File: src/bst_pkg.sv
package bst_pkg;

  // ----------------------------------------------------------------
  // Instruction register defaults
  // ----------------------------------------------------------------
  localparam int IR_LEN_DEF = 4;
  localparam logic [3:0] OP_EXTEST_DEF = 4'h0;
  localparam logic [3:0] OP_SAMPLE_DEF = 4'h1;
  localparam logic [3:0] OP_IDCODE_DEF = 4'h2;
  localparam logic [3:0] OP_USERCODE_DEF = 4'h3;
  localparam logic [3:0] OP_CLAMP_DEF = 4'h4;
  localparam logic [3:0] OP_HIGHZ_DEF = 4'h5;

  // ----------------------------------------------------------------
  // Data registers
  // ----------------------------------------------------------------
  localparam int ID_LEN = 32;
  // Arbitrary identification value
  localparam logic [31:0] ID_VALUE_DEF = 32'h0a5a_c001;
  localparam logic [31:0] USER_SIG_DEF = 32'h0000_0000;
  localparam logic BYPASS_CAPTURE = 1'b0;
  localparam int NPINS_DEF = 8;

  // ----------------------------------------------------------------
  // Controller states and data register selection
  // ----------------------------------------------------------------
  typedef enum logic [3:0] {
    ST_RESET = 4'h0,
    ST_IDLE = 4'h1,
    ST_SEL_DR = 4'h2,
    ST_CAP_DR = 4'h3,
    ST_SH_DR = 4'h4,
    ST_EX1_DR = 4'h5,
    ST_PAU_DR = 4'h6,
    ST_EX2_DR = 4'h7,
    ST_UPD_DR = 4'h8,
    ST_SEL_IR = 4'h9,
    ST_CAP_IR = 4'ha,
    ST_SH_IR = 4'hb,
    ST_EX1_IR = 4'hc,
    ST_PAU_IR = 4'hd,
    ST_EX2_IR = 4'he,
    ST_UPD_IR = 4'hf
  } bst_tap_state_t;

  typedef enum logic [1:0] {
    SEL_BYP = 2'h0,
    SEL_BSR = 2'h1,
    SEL_ID = 2'h2,
    SEL_UC = 2'h3
  } bst_dr_sel_t;

endpackage : bst_pkg

File: src/bst_tap_fsm.sv
`timescale 1ns/10ps
module bst_tap_fsm import bst_pkg::*; (
  input wire logic clk,
  input wire logic rst,
  input wire logic tck_rise,
  input wire logic tms_s,
  input wire logic trst_n_s,
  output bst_tap_state_t state_ff
);

  bst_tap_state_t nxt_state;

  // ----------------------------------------------------------------
  // Standard sixteen-state graph
  // ----------------------------------------------------------------
  always_comb begin
    nxt_state = state_ff;
    unique case (state_ff)
      ST_RESET: nxt_state = tms_s ? ST_RESET : ST_IDLE; // RULE12
      ST_IDLE: nxt_state = tms_s ? ST_SEL_DR : ST_IDLE;
      ST_SEL_DR: nxt_state = tms_s ? ST_SEL_IR : ST_CAP_DR;
      ST_CAP_DR: nxt_state = tms_s ? ST_EX1_DR : ST_SH_DR; // RULE21
      ST_SH_DR: nxt_state = tms_s ? ST_EX1_DR : ST_SH_DR; // RULE21
      ST_EX1_DR: nxt_state = tms_s ? ST_UPD_DR : ST_PAU_DR; // RULE22
      ST_PAU_DR: nxt_state = tms_s ? ST_EX2_DR : ST_PAU_DR;
      ST_EX2_DR: nxt_state = tms_s ? ST_UPD_DR : ST_SH_DR;
      ST_UPD_DR: nxt_state = tms_s ? ST_SEL_DR : ST_IDLE;
      ST_SEL_IR: nxt_state = tms_s ? ST_RESET : ST_CAP_IR;
      ST_CAP_IR: nxt_state = tms_s ? ST_EX1_IR : ST_SH_IR;
      ST_SH_IR: nxt_state = tms_s ? ST_EX1_IR : ST_SH_IR; // RULE15
      ST_EX1_IR: nxt_state = tms_s ? ST_UPD_IR : ST_PAU_IR;
      ST_PAU_IR: nxt_state = tms_s ? ST_EX2_IR : ST_PAU_IR;
      ST_EX2_IR: nxt_state = tms_s ? ST_UPD_IR : ST_SH_IR;
      ST_UPD_IR: nxt_state = tms_s ? ST_SEL_DR : ST_IDLE;
    endcase
  end

  // Power-up reset and the test reset pin both force the reset state
  always_ff @(posedge clk) begin
    if (rst || !trst_n_s) begin
      state_ff <= ST_RESET; // RULE11 RULE12
    end else if (tck_rise) begin
      state_ff <= nxt_state; // RULE9
    end
  end

endmodule : bst_tap_fsm

File: src/bst_scan_cell.sv
`timescale 1ns/10ps
module bst_scan_cell #(
  parameter bit INPUT_ONLY = 1'b0,
  parameter bit SUPPLY_SEL = 1'b0
) (
  input wire logic clk,
  input wire logic rst,
  input wire logic cap,
  input wire logic shf,
  input wire logic upd,
  input wire logic ext_sel,
  input wire logic hiz,
  input wire logic keep_en,
  input wire logic scan_in,
  input wire logic pin_in,
  input wire logic core_out,
  input wire logic core_oe,
  output logic scan_out,
  output logic pin_out_ff,
  output logic pin_oe_ff,
  output logic pin_hold_ff,
  output logic core_in_ff
);

  // Stored enable bit is a tri-state request: 1 floats the pin
  logic out_cap_ff, hz_cap_ff, in_cap_ff;
  logic out_upd_ff, hz_upd_ff, in_upd_ff;
  logic mode_sel;
  logic nxt_drive;

  // Supply-select cells stay functional under EXTEST and CLAMP; HIGHZ still floats them
  assign mode_sel = ext_sel && !SUPPLY_SEL; // RULE1

  // ----------------------------------------------------------------
  // Capture and shift stages
  // ----------------------------------------------------------------
  always_ff @(posedge clk) begin
    if (rst) begin
      out_cap_ff <= 1'b0;
      hz_cap_ff <= 1'b0;
      in_cap_ff <= 1'b0;
    end else if (cap) begin
      out_cap_ff <= INPUT_ONLY ? 1'b0 : core_out; // RULE1 RULE17
      hz_cap_ff <= INPUT_ONLY ? 1'b0 : !core_oe; // RULE1 RULE17
      in_cap_ff <= pin_in; // RULE17
    end else if (shf) begin
      out_cap_ff <= scan_in; // RULE19
      hz_cap_ff <= out_cap_ff;
      in_cap_ff <= hz_cap_ff;
    end
  end

  assign scan_out = in_cap_ff;

  always_ff @(posedge clk) begin
    if (rst) begin
      out_upd_ff <= 1'b0;
      hz_upd_ff <= 1'b1;
      in_upd_ff <= 1'b0;
    end else if (upd) begin
      out_upd_ff <= out_cap_ff; // RULE20
      hz_upd_ff <= hz_cap_ff;
      in_upd_ff <= in_cap_ff;
    end
  end

  // ----------------------------------------------------------------
  // Pin and core multiplexers
  // ----------------------------------------------------------------
  always_comb begin
    if (hiz) begin
      nxt_drive = 1'b0; // RULE5
    end else if (mode_sel) begin
      nxt_drive = !hz_upd_ff && !INPUT_ONLY; // RULE4 RULE25
    end else begin
      nxt_drive = core_oe && !INPUT_ONLY; // RULE18
    end
  end

  always_ff @(posedge clk) begin
    if (rst) begin
      pin_out_ff <= 1'b0;
      pin_oe_ff <= 1'b0;
      pin_hold_ff <= 1'b0;
      core_in_ff <= 1'b0;
    end else begin
      pin_out_ff <= mode_sel ? out_upd_ff : core_out; // RULE4 RULE18
      pin_oe_ff <= nxt_drive;
      // Keeper wins over a test-requested float
      pin_hold_ff <= keep_en && (mode_sel || hiz) && !nxt_drive; // RULE8
      core_in_ff <= mode_sel ? in_upd_ff : pin_in; // RULE18
    end
  end

endmodule : bst_scan_cell

File: src/bst_tap_top.sv
`timescale 1ns/10ps
// Function
// (RULE1) Input-only cells capture zeros; supply cells functional
// (RULE2) Decode seven instructions, each selecting a path
// (RULE3) BYPASS puts one-bit stage in scan path
// (RULE4) CLAMP bypasses, pins driven from update stages
// (RULE5) HIGHZ bypasses and floats all pin drivers
// (RULE6) IDCODE shifts identification register out
// (RULE7) USERCODE shifts user signature register out
// (RULE8) Bus-hold or pull-up overrides test float
// (RULE9) Sixteen-state controller advances on rising TCK
// (RULE10) Reset state: normal operation, IR gets IDCODE
// (RULE11) Power-up starts in reset state
// (RULE12) Five TMS highs or TRST low resets
// (RULE13) Tester reaches IR shift with 0,1,1,0,0
// (RULE14) TDO driven only in shift states, falling edges
// (RULE15) IR shift state shifts IR out on TDO
// (RULE16) TDI sampled rising; last bit exits shift
// (RULE17) Capture loads pin, enable and output value
// (RULE18) SAMPLE keeps functional signals on pins
// (RULE19) Shift chains capture stages from TDI to TDO
// (RULE20) Update copies capture into retained update stages
// (RULE21) Capture then stay in shift while TMS low
// (RULE22) Two TMS highs from shift reach update
// (RULE23) All-ones instruction decodes as BYPASS
// (RULE24) Identification register is 32 bits
// (RULE25) Enable-stage one floats the pin driver
// (RULE26) IR length, opcodes, chain order are parameters; chain order is fixed here, entered at the highest cell index
module bst_tap_top import bst_pkg::*; #(
  parameter int NPINS = NPINS_DEF,
  parameter int IR_LEN = IR_LEN_DEF, // RULE26
  parameter logic [IR_LEN-1:0] OP_EXTEST = IR_LEN'(OP_EXTEST_DEF),
  parameter logic [IR_LEN-1:0] OP_SAMPLE = IR_LEN'(OP_SAMPLE_DEF),
  parameter logic [IR_LEN-1:0] OP_IDCODE = IR_LEN'(OP_IDCODE_DEF),
  parameter logic [IR_LEN-1:0] OP_USERCODE = IR_LEN'(OP_USERCODE_DEF),
  parameter logic [IR_LEN-1:0] OP_CLAMP = IR_LEN'(OP_CLAMP_DEF),
  parameter logic [IR_LEN-1:0] OP_HIGHZ = IR_LEN'(OP_HIGHZ_DEF),
  parameter bit HAS_IDCODE = 1'b1,
  parameter logic [31:0] ID_VALUE = ID_VALUE_DEF,
  parameter logic [31:0] USER_SIG = USER_SIG_DEF,
  parameter logic [NPINS-1:0] INPUT_ONLY = '0,
  parameter logic [NPINS-1:0] SUPPLY_SEL = '0
) (
  input wire logic clk,
  input wire logic rst,
  input wire logic tck,
  input wire logic tms,
  input wire logic tdi,
  input wire logic trst_n,
  output logic tdo,
  output logic tdo_oe,
  output logic test_active,
  input wire logic [NPINS-1:0] pin_in,
  input wire logic [NPINS-1:0] keeper_en,
  input wire logic [NPINS-1:0] core_output_value,
  input wire logic [NPINS-1:0] core_output_enable,
  output logic [NPINS-1:0] pin_out,
  output logic [NPINS-1:0] pin_oe,
  output logic [NPINS-1:0] pin_hold,
  output logic [NPINS-1:0] core_input_drive
);

  localparam logic [IR_LEN-1:0] OP_BYPASS = '1;
  localparam logic [IR_LEN-1:0] IR_RESET = HAS_IDCODE ? OP_IDCODE : OP_BYPASS;

  // ----------------------------------------------------------------
  // Pin synchronisers and TCK edge detection
  // ----------------------------------------------------------------
  logic [3:0] sync_m_ff, sync_s_ff;
  logic [NPINS-1:0] pin_m_ff, pin_s_ff;
  logic tck_d_ff;
  logic tck_s, tms_s, tdi_s, trst_n_s;
  logic tck_rise, tck_fall;

  always_ff @(posedge clk) begin
    if (rst) begin
      sync_m_ff <= 4'h8;
      sync_s_ff <= 4'h8;
      tck_d_ff <= 1'b0;
      pin_m_ff <= '0;
      pin_s_ff <= '0;
    end else begin
      sync_m_ff <= {trst_n, tdi, tms, tck};
      sync_s_ff <= sync_m_ff;
      tck_d_ff <= sync_s_ff[0];
      pin_m_ff <= pin_in;
      pin_s_ff <= pin_m_ff;
    end
  end

  assign tck_s = sync_s_ff[0];
  assign tms_s = sync_s_ff[1];
  assign tdi_s = sync_s_ff[2];
  assign trst_n_s = sync_s_ff[3];
  assign tck_rise = tck_s && !tck_d_ff;
  assign tck_fall = !tck_s && tck_d_ff;

  // ----------------------------------------------------------------
  // Controller
  // ----------------------------------------------------------------
  bst_tap_state_t state;

  bst_tap_fsm u_fsm (
    .clk(clk),
    .rst(rst),
    .tck_rise(tck_rise),
    .tms_s(tms_s),
    .trst_n_s(trst_n_s),
    .state_ff(state)
  );

  // ----------------------------------------------------------------
  // Instruction register
  // ----------------------------------------------------------------
  logic [IR_LEN-1:0] ir_sh_ff, ir_ff;

  always_ff @(posedge clk) begin
    if (rst) begin
      ir_sh_ff <= IR_RESET;
    end else if (tck_rise && state == ST_CAP_IR) begin
      ir_sh_ff <= ir_ff; // RULE15
    end else if (tck_rise && state == ST_SH_IR) begin
      // Last bit taken on the edge that leaves the shift state
      ir_sh_ff <= {tdi_s, ir_sh_ff[IR_LEN-1:1]}; // RULE16
    end
  end

  // Update on the falling edge so the new mode settles mid-cycle
  always_ff @(posedge clk) begin
    if (rst || state == ST_RESET) begin
      ir_ff <= IR_RESET; // RULE10
    end else if (tck_fall && state == ST_UPD_IR) begin
      ir_ff <= ir_sh_ff;
    end
  end

  // ----------------------------------------------------------------
  // Instruction decode
  // ----------------------------------------------------------------
  bst_dr_sel_t dr_sel;
  logic ext_sel, hiz_sel;

  always_comb begin
    dr_sel = SEL_BYP; // RULE23
    ext_sel = 1'b0;
    hiz_sel = 1'b0;
    if (ir_ff == OP_EXTEST) begin
      dr_sel = SEL_BSR; // RULE2
      ext_sel = 1'b1;
    end else if (ir_ff == OP_SAMPLE) begin
      dr_sel = SEL_BSR; // RULE18
    end else if (ir_ff == OP_IDCODE && HAS_IDCODE) begin
      dr_sel = SEL_ID; // RULE6
    end else if (ir_ff == OP_USERCODE) begin
      dr_sel = SEL_UC; // RULE7
    end else if (ir_ff == OP_CLAMP) begin
      ext_sel = 1'b1; // RULE4
    end else if (ir_ff == OP_HIGHZ) begin
      hiz_sel = 1'b1; // RULE5
    end
  end

  // ----------------------------------------------------------------
  // Bypass and identification registers
  // ----------------------------------------------------------------
  logic byp_ff;
  logic [ID_LEN-1:0] id_sh_ff;
  logic cap_dr, sh_dr;

  assign cap_dr = tck_rise && state == ST_CAP_DR;
  assign sh_dr = tck_rise && state == ST_SH_DR;

  always_ff @(posedge clk) begin
    if (rst) begin
      byp_ff <= BYPASS_CAPTURE;
    end else if (cap_dr && dr_sel == SEL_BYP) begin
      byp_ff <= BYPASS_CAPTURE; // RULE3
    end else if (sh_dr && dr_sel == SEL_BYP) begin
      byp_ff <= tdi_s; // RULE3
    end
  end

  // One 32-bit shifter serves both signature instructions
  always_ff @(posedge clk) begin
    if (rst) begin
      id_sh_ff <= '0;
    end else if (cap_dr && dr_sel == SEL_ID) begin
      id_sh_ff <= ID_VALUE; // RULE24
    end else if (cap_dr && dr_sel == SEL_UC) begin
      id_sh_ff <= USER_SIG; // RULE7
    end else if (sh_dr && (dr_sel == SEL_ID || dr_sel == SEL_UC)) begin
      id_sh_ff <= {tdi_s, id_sh_ff[ID_LEN-1:1]}; // RULE6
    end
  end

  // ----------------------------------------------------------------
  // Boundary-scan chain, entered at the highest index
  // ----------------------------------------------------------------
  logic [NPINS:0] chain;
  logic bsr_cap, bsr_shf, bsr_upd;

  assign bsr_cap = cap_dr && dr_sel == SEL_BSR;
  assign bsr_shf = sh_dr && dr_sel == SEL_BSR;
  assign bsr_upd = tck_fall && state == ST_UPD_DR && dr_sel == SEL_BSR;
  assign chain[NPINS] = tdi_s;

  genvar gi;
  generate
    for (gi = 0; gi < NPINS; gi++) begin : g_cell
      bst_scan_cell #(
        .INPUT_ONLY(INPUT_ONLY[gi]),
        .SUPPLY_SEL(SUPPLY_SEL[gi])
      ) u_cell (
        .clk(clk),
        .rst(rst),
        .cap(bsr_cap),
        .shf(bsr_shf),
        .upd(bsr_upd),
        .ext_sel(ext_sel),
        .hiz(hiz_sel),
        .keep_en(keeper_en[gi]),
        .scan_in(chain[gi+1]),
        .pin_in(pin_s_ff[gi]),
        .core_out(core_output_value[gi]),
        .core_oe(core_output_enable[gi]),
        .scan_out(chain[gi]),
        .pin_out_ff(pin_out[gi]),
        .pin_oe_ff(pin_oe[gi]),
        .pin_hold_ff(pin_hold[gi]),
        .core_in_ff(core_input_drive[gi])
      );
    end
  endgenerate

  // ----------------------------------------------------------------
  // TDO driver, changes only on falling TCK
  // ----------------------------------------------------------------
  logic dr_so;

  always_comb begin
    unique case (dr_sel)
      SEL_BYP: dr_so = byp_ff;
      SEL_BSR: dr_so = chain[0];
      SEL_ID: dr_so = id_sh_ff[0];
      SEL_UC: dr_so = id_sh_ff[0];
    endcase
  end

  always_ff @(posedge clk) begin
    if (rst) begin
      tdo <= 1'b0;
      tdo_oe <= 1'b0;
    end else if (tck_fall) begin
      tdo <= (state == ST_SH_IR) ? ir_sh_ff[0] : dr_so; // RULE15 RULE19
      tdo_oe <= state == ST_SH_IR || state == ST_SH_DR; // RULE14
    end
  end

  always_ff @(posedge clk) begin
    if (rst) begin
      test_active <= 1'b0;
    end else begin
      test_active <= ext_sel || hiz_sel; // RULE10
    end
  end

  // ----------------------------------------------------------------
  // Checks
  // ----------------------------------------------------------------
  logic [2:0] tms_hi_cnt_ff;

  always_ff @(posedge clk) begin
    if (rst || !trst_n_s) begin
      tms_hi_cnt_ff <= 3'h0;
    end else if (tck_rise) begin
      if (!tms_s) begin
        tms_hi_cnt_ff <= 3'h0;
      end else if (tms_hi_cnt_ff != 3'h5) begin
        tms_hi_cnt_ff <= tms_hi_cnt_ff + 3'h1;
      end
    end
  end

  five_high_reset_a: assert property (@(posedge clk) disable iff (rst) // RULE12
    tms_hi_cnt_ff == 3'h5 |-> state == ST_RESET)
    else $error("five TMS highs did not reach reset");

  trst_reset_a: assert property (@(posedge clk) disable iff (rst) // RULE12
    !trst_n_s |=> state == ST_RESET)
    else $error("TRST low did not force reset");

  ir_reset_value_a: assert property (@(posedge clk) disable iff (rst) // RULE10
    state == ST_RESET |=> ir_ff == IR_RESET)
    else $error("instruction not reinitialised in reset");

  tdo_enable_a: assert property (@(posedge clk) disable iff (rst) // RULE14
    $changed(tdo_oe) |-> $past(tck_fall) && (tdo_oe == ($past(state) == ST_SH_IR || $past(state) == ST_SH_DR)))
    else $error("TDO enable changed outside falling edge rule");

  ir_shift_in_a: assert property (@(posedge clk) disable iff (rst) // RULE16
    tck_rise && state == ST_SH_IR |=> ir_sh_ff[IR_LEN-1] == $past(tdi_s))
    else $error("instruction bit not taken from TDI");

  ir_update_a: assert property (@(posedge clk) disable iff (rst) // RULE2
    tck_fall && state == ST_UPD_IR |=> ir_ff == $past(ir_sh_ff))
    else $error("instruction not updated");

  bypass_path_a: assert property (@(posedge clk) disable iff (rst) // RULE3
    tck_fall && state == ST_SH_DR && dr_sel == SEL_BYP |=> tdo == $past(byp_ff) && tdo_oe)
    else $error("bypass stage not on TDO");

  bypass_decode_a: assert property (@(posedge clk) disable iff (rst) // RULE23
    ir_ff == OP_BYPASS |-> dr_sel == SEL_BYP && !ext_sel && !hiz_sel)
    else $error("all-ones instruction not bypass");

  id_capture_a: assert property (@(posedge clk) disable iff (rst) // RULE24
    cap_dr && dr_sel == SEL_ID |=> id_sh_ff == ID_VALUE)
    else $error("identification value not captured");

  highz_float_a: assert property (@(posedge clk) disable iff (rst) // RULE5
    hiz_sel && $past(hiz_sel) |-> pin_oe == '0)
    else $error("pin driven under HIGHZ");

endmodule : bst_tap_top

File: config.mk
export PLATFORM = sky130hd
export DESIGN_NAME = bst_tap_top
export DESIGN_NICKNAME = d
export VERILOG_FILES = /design/src/bst_pkg.sv /design/src/bst_tap_fsm.sv /design/src/bst_scan_cell.sv /design/src/bst_tap_top.sv
export SDC_FILE = /design/constraint.sdc
export NUM_CORES = 1
export LEC_CHECK = 0
export BUFFER_PORTS_ARGS = -buffer_cell sky130_fd_sc_hd__buf_2
export CAP_MARGIN = 0
export CORE_MARGIN = 1
export CORE_UTILIZATION = 52
export CTS_BUF_LIST = sky130_fd_sc_hd__clkbuf_16
export CTS_CLUSTER_DIAMETER = 120
export CTS_CLUSTER_SIZE = 20
export DETAILED_ROUTE_END_ITERATION = 7
export HOLD_SLACK_MARGIN = 0.1
export PLACE_DENSITY = 0.79
export SLEW_MARGIN = 20
export SYNTH_ARGS = -nofsm -noshare
export SYNTH_HDL_FRONTEND = slang
export SYNTH_SLANG_ARGS = --single-unit
File: constraint.sdc
create_clock -name clk -period 1.7 [get_ports clk]
set_input_delay 0.34 -clock clk [delete_from_list [all_inputs] [get_ports clk]]
set_output_delay 0.34 -clock clk [all_outputs]
set_load 0.1 [all_outputs]
---- Word level (Yosys, flattened, before mapping) ----
Cells that the tools add are included.
word-level totals
  register bits ........................... 153
  bits in latches ......................... 0
  RAM bits ................................ 0
  bits in read-only memories .............. 0
  bits of input ports ..................... 38
  output and inout port bits .............. 35
  word-level logic and storage cells ...... 308
  memories ................................ 0
cells by class
  add/subtract/negate cells ............... 0
  multipliers ............................. 0
  div/mod/pow operators ................... 0
  magnitude comparators ................... 0
  equality and inequality tests ........... 23
  shift-type cells ........................ 0
  multiplexer cells ....................... 115
  bitwise gates (word level) .............. 0
  reduce and logical (&&, ||, !) cells .... 76
operators with widths
  cell                  count
  $mux W1               95
  $mux W28              3
  $pmux W4 S12          1
  $eq A4 B4 Y1 const B  8
  $logic_and A1 B1 Y1   32
  $logic_not A1 Y1      27
  $eq A4 B3 Y1 const B  6
  $mux W4               6
  $eq A4 B2 Y1 const B  4
  $mux W2               7
  $eq A4 B1 Y1 const B  2
  $logic_not A4 Y1      2
  $reduce_or A2 Y1      4
  $mux W3               2
  $reduce_or A3 Y1      2
  $logic_or A1 B1 Y1    5
  $eq A2 B2 Y1 const B  2
  $reduce_bool A2 Y1    2
  $pmux W1 S3           1
  $reduce_bool A3 Y1    1
  $eq A2 B1 Y1 const B  1
  $logic_not A2 Y1      1

---- Depth between registers and ports, before layout ----
Gate-level depths: netlist of run 1.
  depth after elaboration ................. 11
  gate-level depth with buffers ........... 7
  gate-level depth less buffers ........... 4

---- By module ----
A second synthesis of run 1 with hierarchy kept.
unflattened totals
  cell total of the unflattened synthesis .. 597
  area total of the unflattened synthesis .. 5931.9 sq um
by module, submodules not included
  module         instances  cells each  area an instance (sq um)  sequential area each (sq um)
  bst_scan_cell  8          36          381.6                     200.2
  bst_tap_top    1          261         2479.9                    1381.3
  bst_tap_fsm    1          48          399.1                     80.1

---- Least setup slack after synthesis of run 1 ----
Ideal clock, no wire load.
  path type ............................... register to register
  from .................................... register ir_ff[1]
  to ...................................... register g_cell[0].u_cell.hz_cap_ff
  setup time .............................. 0.079 ns
  arrival ................................. 1.722 ns
  required time ........................... 1.621 ns
  slack ................................... -0.102 ns
  stages on the path, launching flop included .. 8
  buffers on the path ..................... 3
  clock period less this slack ............ 1.802 ns
  cell sequence ........................... dfxtp_1 buf_6 or3_1 buf_6 a2111oi_4 buf_6 nor2_1 a211oi_2
between the ends
  word-level cells in the longest chain between the ends .. 8
  elaborated cells on any way between the ends .. 13
  classes of those cells .................. eq/ne (4); mux (5); reduce/logical (4)
ends and longest elaborated chain
  what                                                  line                                    text
  from (decl)                                           bst_tap_top.sv:115                      logic [IR_LEN-1:0] ir_sh_ff, ir_ff;
  from (signal assigned)                                bst_tap_top.sv:133                      ir_ff <= ir_sh_ff;
  $eq A4 B2 Y1                                          bst_tap_top.sv:154                      end else if (ir_ff == OP_USERCODE) begin
  $mux W2                                               bst_tap_top.sv:154
  $mux W2                                               bst_tap_top.sv:152                      end else if (ir_ff == OP_IDCODE && HAS_IDCODE) begin
  $mux W2                                               bst_tap_top.sv:150                      end else if (ir_ff == OP_SAMPLE) begin
  $mux W2 (*)                                           bst_tap_top.sv:147                      if (ir_ff == OP_EXTEST) begin
  $eq A2 B1 Y1 (*)                                      bst_tap_top.sv:202, bst_tap_top.sv:203
  $logic_and A1 B1 Y1, on equally long branches         bst_tap_top.sv:202, bst_tap_top.sv:203
  $mux W1 / $reduce_bool A2 Y1 (equally long branches)  --
  to (signal assigned)                                  bst_scan_cell.sv:44                     hz_cap_ff <= INPUT_ONLY ? 1'b0 : !core_oe;
  to (signal assigned)                                  bst_scan_cell.sv:48                     hz_cap_ff <= out_cap_ff;
  to (decl)                                             bst_scan_cell.sv:26                     logic out_cap_ff, hz_cap_ff, in_cap_ff;
Every way passes the cells marked *; elsewhere a longest branch is shown, timed or not.
A chain may end at the register's enable or synchronous reset.

---- Final worst setup path of run 1 ----
  from .................................... register u_fsm.state_ff[0]
  to ...................................... register g_cell[4].u_cell.out_cap_ff
between the ends
  word-level cells in the longest chain between the ends .. 4
  elaborated cells on any way between the ends .. 8
  classes of those cells .................. eq/ne (2); mux (1); reduce/logical (5)
ends and longest elaborated chain
  what                                                  line                                    text
  from (decl)                                           bst_tap_fsm.sv:8                        output bst_tap_state_t state_ff
  from (signal assigned)                                bst_tap_fsm.sv:43                       state_ff <= nxt_state;
  $eq A4 B2 Y1 / $eq A4 B3 Y1 (equally long branches)   bst_tap_top.sv:170, bst_tap_top.sv:171
  $logic_and A1 B1 Y1, on equally long branches         bst_tap_top.sv:170, bst_tap_top.sv:171
  $logic_and A1 B1 Y1, on equally long branches         bst_tap_top.sv:202, bst_tap_top.sv:203
  $mux W1 / $reduce_bool A2 Y1 (equally long branches)  --
  to (signal assigned)                                  bst_scan_cell.sv:43                     out_cap_ff <= INPUT_ONLY ? 1'b0 : core_out;
  to (signal assigned)                                  bst_scan_cell.sv:47                     out_cap_ff <= scan_in;
  to (decl)                                             bst_scan_cell.sv:26
Parallel ways exist; a longest one is shown, timed or not.

==> summary.txt, run 1 <==
pre-CTS setup slack: 23.0 ps
status: finished, final reports clean
DIE WIDTH: 110 µm
CTS Sinks: 153
GRT overflow: 0
Placed Area: 6490 µm²
Clk Tree Root Cell: clkbuf_16
Final Power: 7630 µW
ys async rst share: 0
htree depth: 4
Yosys cell types: 46
clock transition at the registers of the reported paths: 60 ps
switch share: 0.230
fraction of layout cells with a size suffix above 1: 0.214
CP startpoint kind: flop
core area: 11400 µm²
worst-path maximum fanout: 12
final WL: 13.4 mm
DRC viols: 0
most frequent cells in the layout: 149 x dfxtp_1, 130 x nand2_1, 91 x a21oi_1
Pint: 5870 µW
Slew Limit Fails: 0
Clk pwr share: 0.458
HPWL Detailed: 8.95 mm
Fin Hold WS: 125 ps
Seq cells post-synth: 153
detailed-route via count: 4898
Syn Inst Count: 701
post-route setup TNS: 0 ps
Period minus WS final: 1680 ps
Crit Path Category: flop to flop
Reg power frac: 0.480
DIE HEIGHT: 110 µm
Final ANT Viol Nets: 0
Synth Flop Type: dfxtp_1
Slew @ Worst Pin: 488 ps
fin area: 7120 µm²
clk_skew: 7.74 ps
CTS tree: built
YS warnings: 0
Gate power share: 0.062
initial drt markers: 396
first-pass GRT wire length: 21.9 mm
most common cell after layout, fill and taps aside: dfxtp_1
fillers: 978
Final Setup Violations: 0
NetSw: 1760 µW
GP Congestion: 0.931
initial antenna violation count: 0
vias in the first global route: 4541
gr usage total: 0.224
nets: 778
initial core utilization: 0.535
syn_area_per_cell: 8.72 µm²
f_max: 594 MHz
critical path endpoint category: flop
Setup WS post-layout: 15.8 ps
clk buf depth: 2
drt first pass iters: 5
Port Buffer Count: 72
RSZ-0062 raised after global routing: true
Syn Nets: 739
die area: 12200 µm²
latest clock arrival within the worst-skew pair: 420 ps
crit path DAT: 2040 ps
Seq/Total Area, Yosys: 0.501
Mapped Area: 6110 µm²
leak pwr: 0.00278 µW
VDD IR max: 0.000783 V
Req. time, crit path: 2060 ps
largest net degree at the start of global routing: 35
Hold Crit Class: input port to flop
P&R area growth vs syn: 16.6%
EDFF count, synth: 0
Routed WL per cell: 15.1 µm
max-cap viol count: 0
num rows: 39
final period utilization: 0.991
final hold vios: 0
Pwr Density: 1070 nW/µm²
Max-slew headroom: 0.677
# diodes: 0
TritonCTS buffer count: 17
I/O pin cnt: 73
DR vias/cell: 5.50
==> cells in the mapped netlist, types with 4 or more instances <==
master	count	area [µm²]
nor3_1	6	30.0
dfxtp_1	153	3060
a211oi_1	7	52.6
nor3b_1	10	75.1
o2bb2ai_1	9	78.8
a211oi_2	8	100
nor2b_1	28	175
o21ai_0	4	20.0
buf_2	9	45.0
a21oi_1	91	455
a21o_1	9	67.6
nand3b_1	11	82.6
nand2_1	130	488
mux2i_1	8	80.1
a211o_1	4	35.0
nor2_1	67	251
buf_6	4	45.0
o221a_1	16	180
buf_4	32	240
a31oi_1	11	68.8
clkbuf_1	43	161
==> metal layers <==
metal  track usage  vias up  share of wire
met5             0        -              0
li1              -     2434              -
met1         0.279     2248           0.45
met2         0.356      181           0.48
met4         0.101        0          0.024
met3        0.0686       35          0.054
==> power groups by stage <==
stage	clock, µW	sequential (µW)	combinational [µW]
3_3_place_gp	0	3740	457
2_1_floorplan	0	3740	369
6_report	3490	3670	469
3_5_place_dp	0	3740	463
4_1_cts	3550	3660	467
5_1_grt	3700	3670	495
==> logic make-up (layout without fill, tap and decap cells) <==
kind of cell,Yosys count,count (layout),synth area share
multiplexers,9,9,0.0149
XOR/XNOR,2,2,0.00287
AO/OA/AOI/OAI,167,167,0.187
flip-flops,153,153,0.501
AND/OR/NAND/NOR,277,277,0.210
buffers and inverters,93,140,0.0835
==> sequential cells by signal, summed over array words and instances (netlist names), 4 cells and up <==
| signal | count |
|---|---|
| g_cell.u_cell.hz_upd_ff | 8 |
| ir_ff | 4 |
| g_cell.u_cell.out_upd_ff | 8 |
| g_cell.u_cell.scan_out | 8 |
| g_cell.u_cell.pin_out_ff | 8 |
| g_cell.u_cell.pin_hold_ff | 8 |
| pin_m_ff | 8 |
| g_cell.u_cell.pin_oe_ff | 8 |
| ir_sh_ff | 4 |
| id_sh_ff | 32 |
| sync_m_ff | 4 |
| g_cell.u_cell.out_cap_ff | 8 |
| sync_s_ff | 4 |
| u_fsm.state_ff | 4 |
| pin_s_ff | 8 |
| g_cell.u_cell.core_in_ff | 8 |
| g_cell.u_cell.in_upd_ff | 8 |
| g_cell.u_cell.hz_cap_ff | 8 |
==> per-stage QoR <==
step,instances,utilization
after floorplan,701,-
after global placement,859,0.568
after detailed placement,859,0.568
after CTS,887,0.616
after global routing,891,0.624
final,891,0.624
==> cell type report <==
cell class	count	area [µm²]	area share
multi-input cells	455	2570	0.360
clock buffers	17	425	0.0597
clock inverters	10	109	0.0153
well taps	143	179	0.0251
flip-flops and latches	153	3070	0.431
repair buffers	110	764	0.107
inverters	3	11.3	0.00158
==> timing repair <==
action | 4_1_cts | 5_1_grt
setup endpoints to repair | 0 | 36
hold buffers | 1 | 0
buffers inserted | 0 | 2
gates resized for setup | 0 | 10
hold endpoints to repair | 1 | 0
==> critical path, stage by stage (launching register included) <==
cell	delay, ps
dfxtp_2	330
or3b_4	400
a2111oi_4	360
buf_6	180
clkbuf_16	160
o221a_1	180
==> worst paths after layout <==
| kind | start | end | slack (ps) | depth (start not counted) |
|---|---|---|---|---|
| min | tdi | sync_m_ff[2] | 120 | 2 |
| min reg2reg | sync_m_ff[3] | sync_s_ff[3] | 410 | 1 |
| max | u_fsm.state_ff[0] | g_cell[4].u_cell.out_cap_ff | 20 | 5 |
| max reg2reg | u_fsm.state_ff[0] | g_cell[4].u_cell.out_cap_ff | 20 | 5 |
Note: power is estimated with default switching activity, not from simulation.
==> inputs of run 2 (changes only) <==
CORE_UTILIZATION = 62   (was 52)
PLACE_DENSITY = 0.88   (was 0.79)
clock period = 2.2 ns   (was 1.7 ns; I/O delays follow)
==> run 2 against run 1 <==
  * Register-to-register slack improved by 120 ps
  * Fmax decreased by 18%
  * Critical endpoint is now g_cell[4].u_cell.hz_cap_ff
  * First-iteration DRC count decreased by 6.6%
  * Hold slack improved by 78 ps
  * Utilization increased by 11 points
  * Highest routed layer unchanged
  * Critical path depth unchanged
==> summary.txt, run 2 (synthesis gave the netlist of run 1 again) <==
VDD IR max: 0.000567 V
Pwr Density: 895 nW/µm²
post-route setup TNS: 0 ps
Routed WL per cell: 15.6 µm
Final Setup Violations: 0
leak pwr: 0.00271 µW
fin area: 6920 µm²
most frequent cells in the layout: 153 x dfxtp_1, 130 x nand2_1, 91 x a21oi_1
Slew @ Worst Pin: 700 ps
Req. time, crit path: 2540 ps
Gate power share: 0.056
HPWL Detailed: 8.31 mm
largest net degree at the start of global routing: 79
Period minus WS final: 2060 ps
htree depth: 4
GP Congestion: 0.815
DRC viols: 0
max-cap viol count: 0
gr usage total: 0.281
switch share: 0.238
clk_skew: 7.36 ps
I/O pin cnt: 73
fillers: 635
Port Buffer Count: 72
P&R area growth vs syn: 13.2%
nets: 759
latest clock arrival within the worst-skew pair: 420 ps
initial drt markers: 370
first-pass GRT wire length: 22.3 mm
Hold-fix buffers, CTS: 0
max FFs per register: 32
f_max: 484 MHz
GRT overflow: 0
clk buf depth: 2
Crit Path Category: flop to flop
core area: 9420 µm²
CP startpoint kind: flop
final WL: 13.5 mm
Final ANT Viol Nets: 0
most common cell after layout, fill and taps aside: dfxtp_1
final period utilization: 0.938
clock transition at the registers of the reported paths: 60 ps
# Post-CTS Setup Buffers: 0
critical path endpoint category: flop
Reg power frac: 0.457
reg2reg start: u_fsm.state_ff[2]
fraction of layout cells with a size suffix above 1: 0.188
DIE HEIGHT: 101 µm
vias in the first global route: 4681
CTS tree: built
num rows: 35
final hold vios: 0
post_cts resized: 0
largest register by flop count: id_sh_ff
Slew Limit Fails: 0
DR vias/cell: 5.73
Placed Area: 6310 µm²
detailed-route via count: 4946
Clk Tree Root Cell: clkbuf_16
Clk pwr share: 0.486
# diodes: 0
CTS Sinks: 153
Max-slew headroom: 0.533
status: finished, final reports clean
NetSw: 1480 µW
initial core utilization: 0.649
worst-path maximum fanout: 24
die area: 10300 µm²
CP Launch Point: u_fsm.state_ff[2]
crit path DAT: 2400 ps
min-delay src: trst_n
Pint: 4720 µW
initial antenna violation count: 0
DIE WIDTH: 101 µm
Hold Crit Class: input port to flop
TritonCTS buffer count: 17
RSZ-0062 raised after global routing: false
drt first pass iters: 5
## run 2: cell types whose count changed in the layout (fill, tap and decap cells not counted), moves of 3 or more
cell        previous run  this run
clkinvlp_4             3         0
buf_12                 6         2
dfxtp_1              149       153
buf_4                 29        18
inv_8                  0         3
dfxtp_2                4         0
inv_6                  0         5
## run 2: per-layer routing
| layer | global-route usage | part of all wire |
|---|---|---|
| met1 | 0.335 | 0.42 |
| met2 | 0.482 | 0.50 |
| met3 | 0.0594 | 0.051 |
| met4 | 0.137 | 0.031 |
| met5 | 0 | 0 |
## run 2: final cells by class
class,count,area [µm²],area share
Timing Repair Buffer,91,531,0.0767
Multi-Input combinational cell,455,2540,0.367
Clock buffer,17,425,0.0615
Sequential cell,153,3060,0.443
Tap cell,129,161,0.0233
Inverter,3,11.3,0.00163
Clock inverter,15,186,0.0269
## run 2: path summary, 6_finish.rpt
kind / end / slack [ps] / depth (start not counted)
min: sync_m_ff[3] / 200 / 2
min reg2reg: sync_s_ff[3] / 410 / 1
max reg2reg: g_cell[4].u_cell.hz_cap_ff / 140 / 5
max: g_cell[4].u_cell.hz_cap_ff / 140 / 5
## run 2: worst max-delay path, stage by stage (launching register included)
cell and delay [ps]:
dfxtp_1 600, or3b_1 470, a2111oi_4 300, buf_4 330
nor2_1 110, a211oi_2 160
## run 2: per-stage QoR
step | std cells | setup slack (ps) | total power (µW) | utilization | hold slack (ps)
finish | 863 | 135 | 6190 | 0.735 | 203
detailed placement | 831 | 204 | 3240 | 0.670 | 393
CTS | 863 | 173 | 6200 | 0.735 | 199
floorplan | 701 | 398 | 3180 | - | 389
global placement | 831 | 327 | 3230 | 0.670 | 392
global route | 863 | 27.6 | 6350 | 0.735 | 204
## run 2: power by group through the flow
stage                     registers (µW)  logic (µW)  clock network [µW]
after floorplan                     2890         285                   0
after global placement              2890         342                   0
after detailed placement            2890         347                   0
after CTS                           2830         349                3020
after global routing                2840         370                3150
final                               2830         350                3010
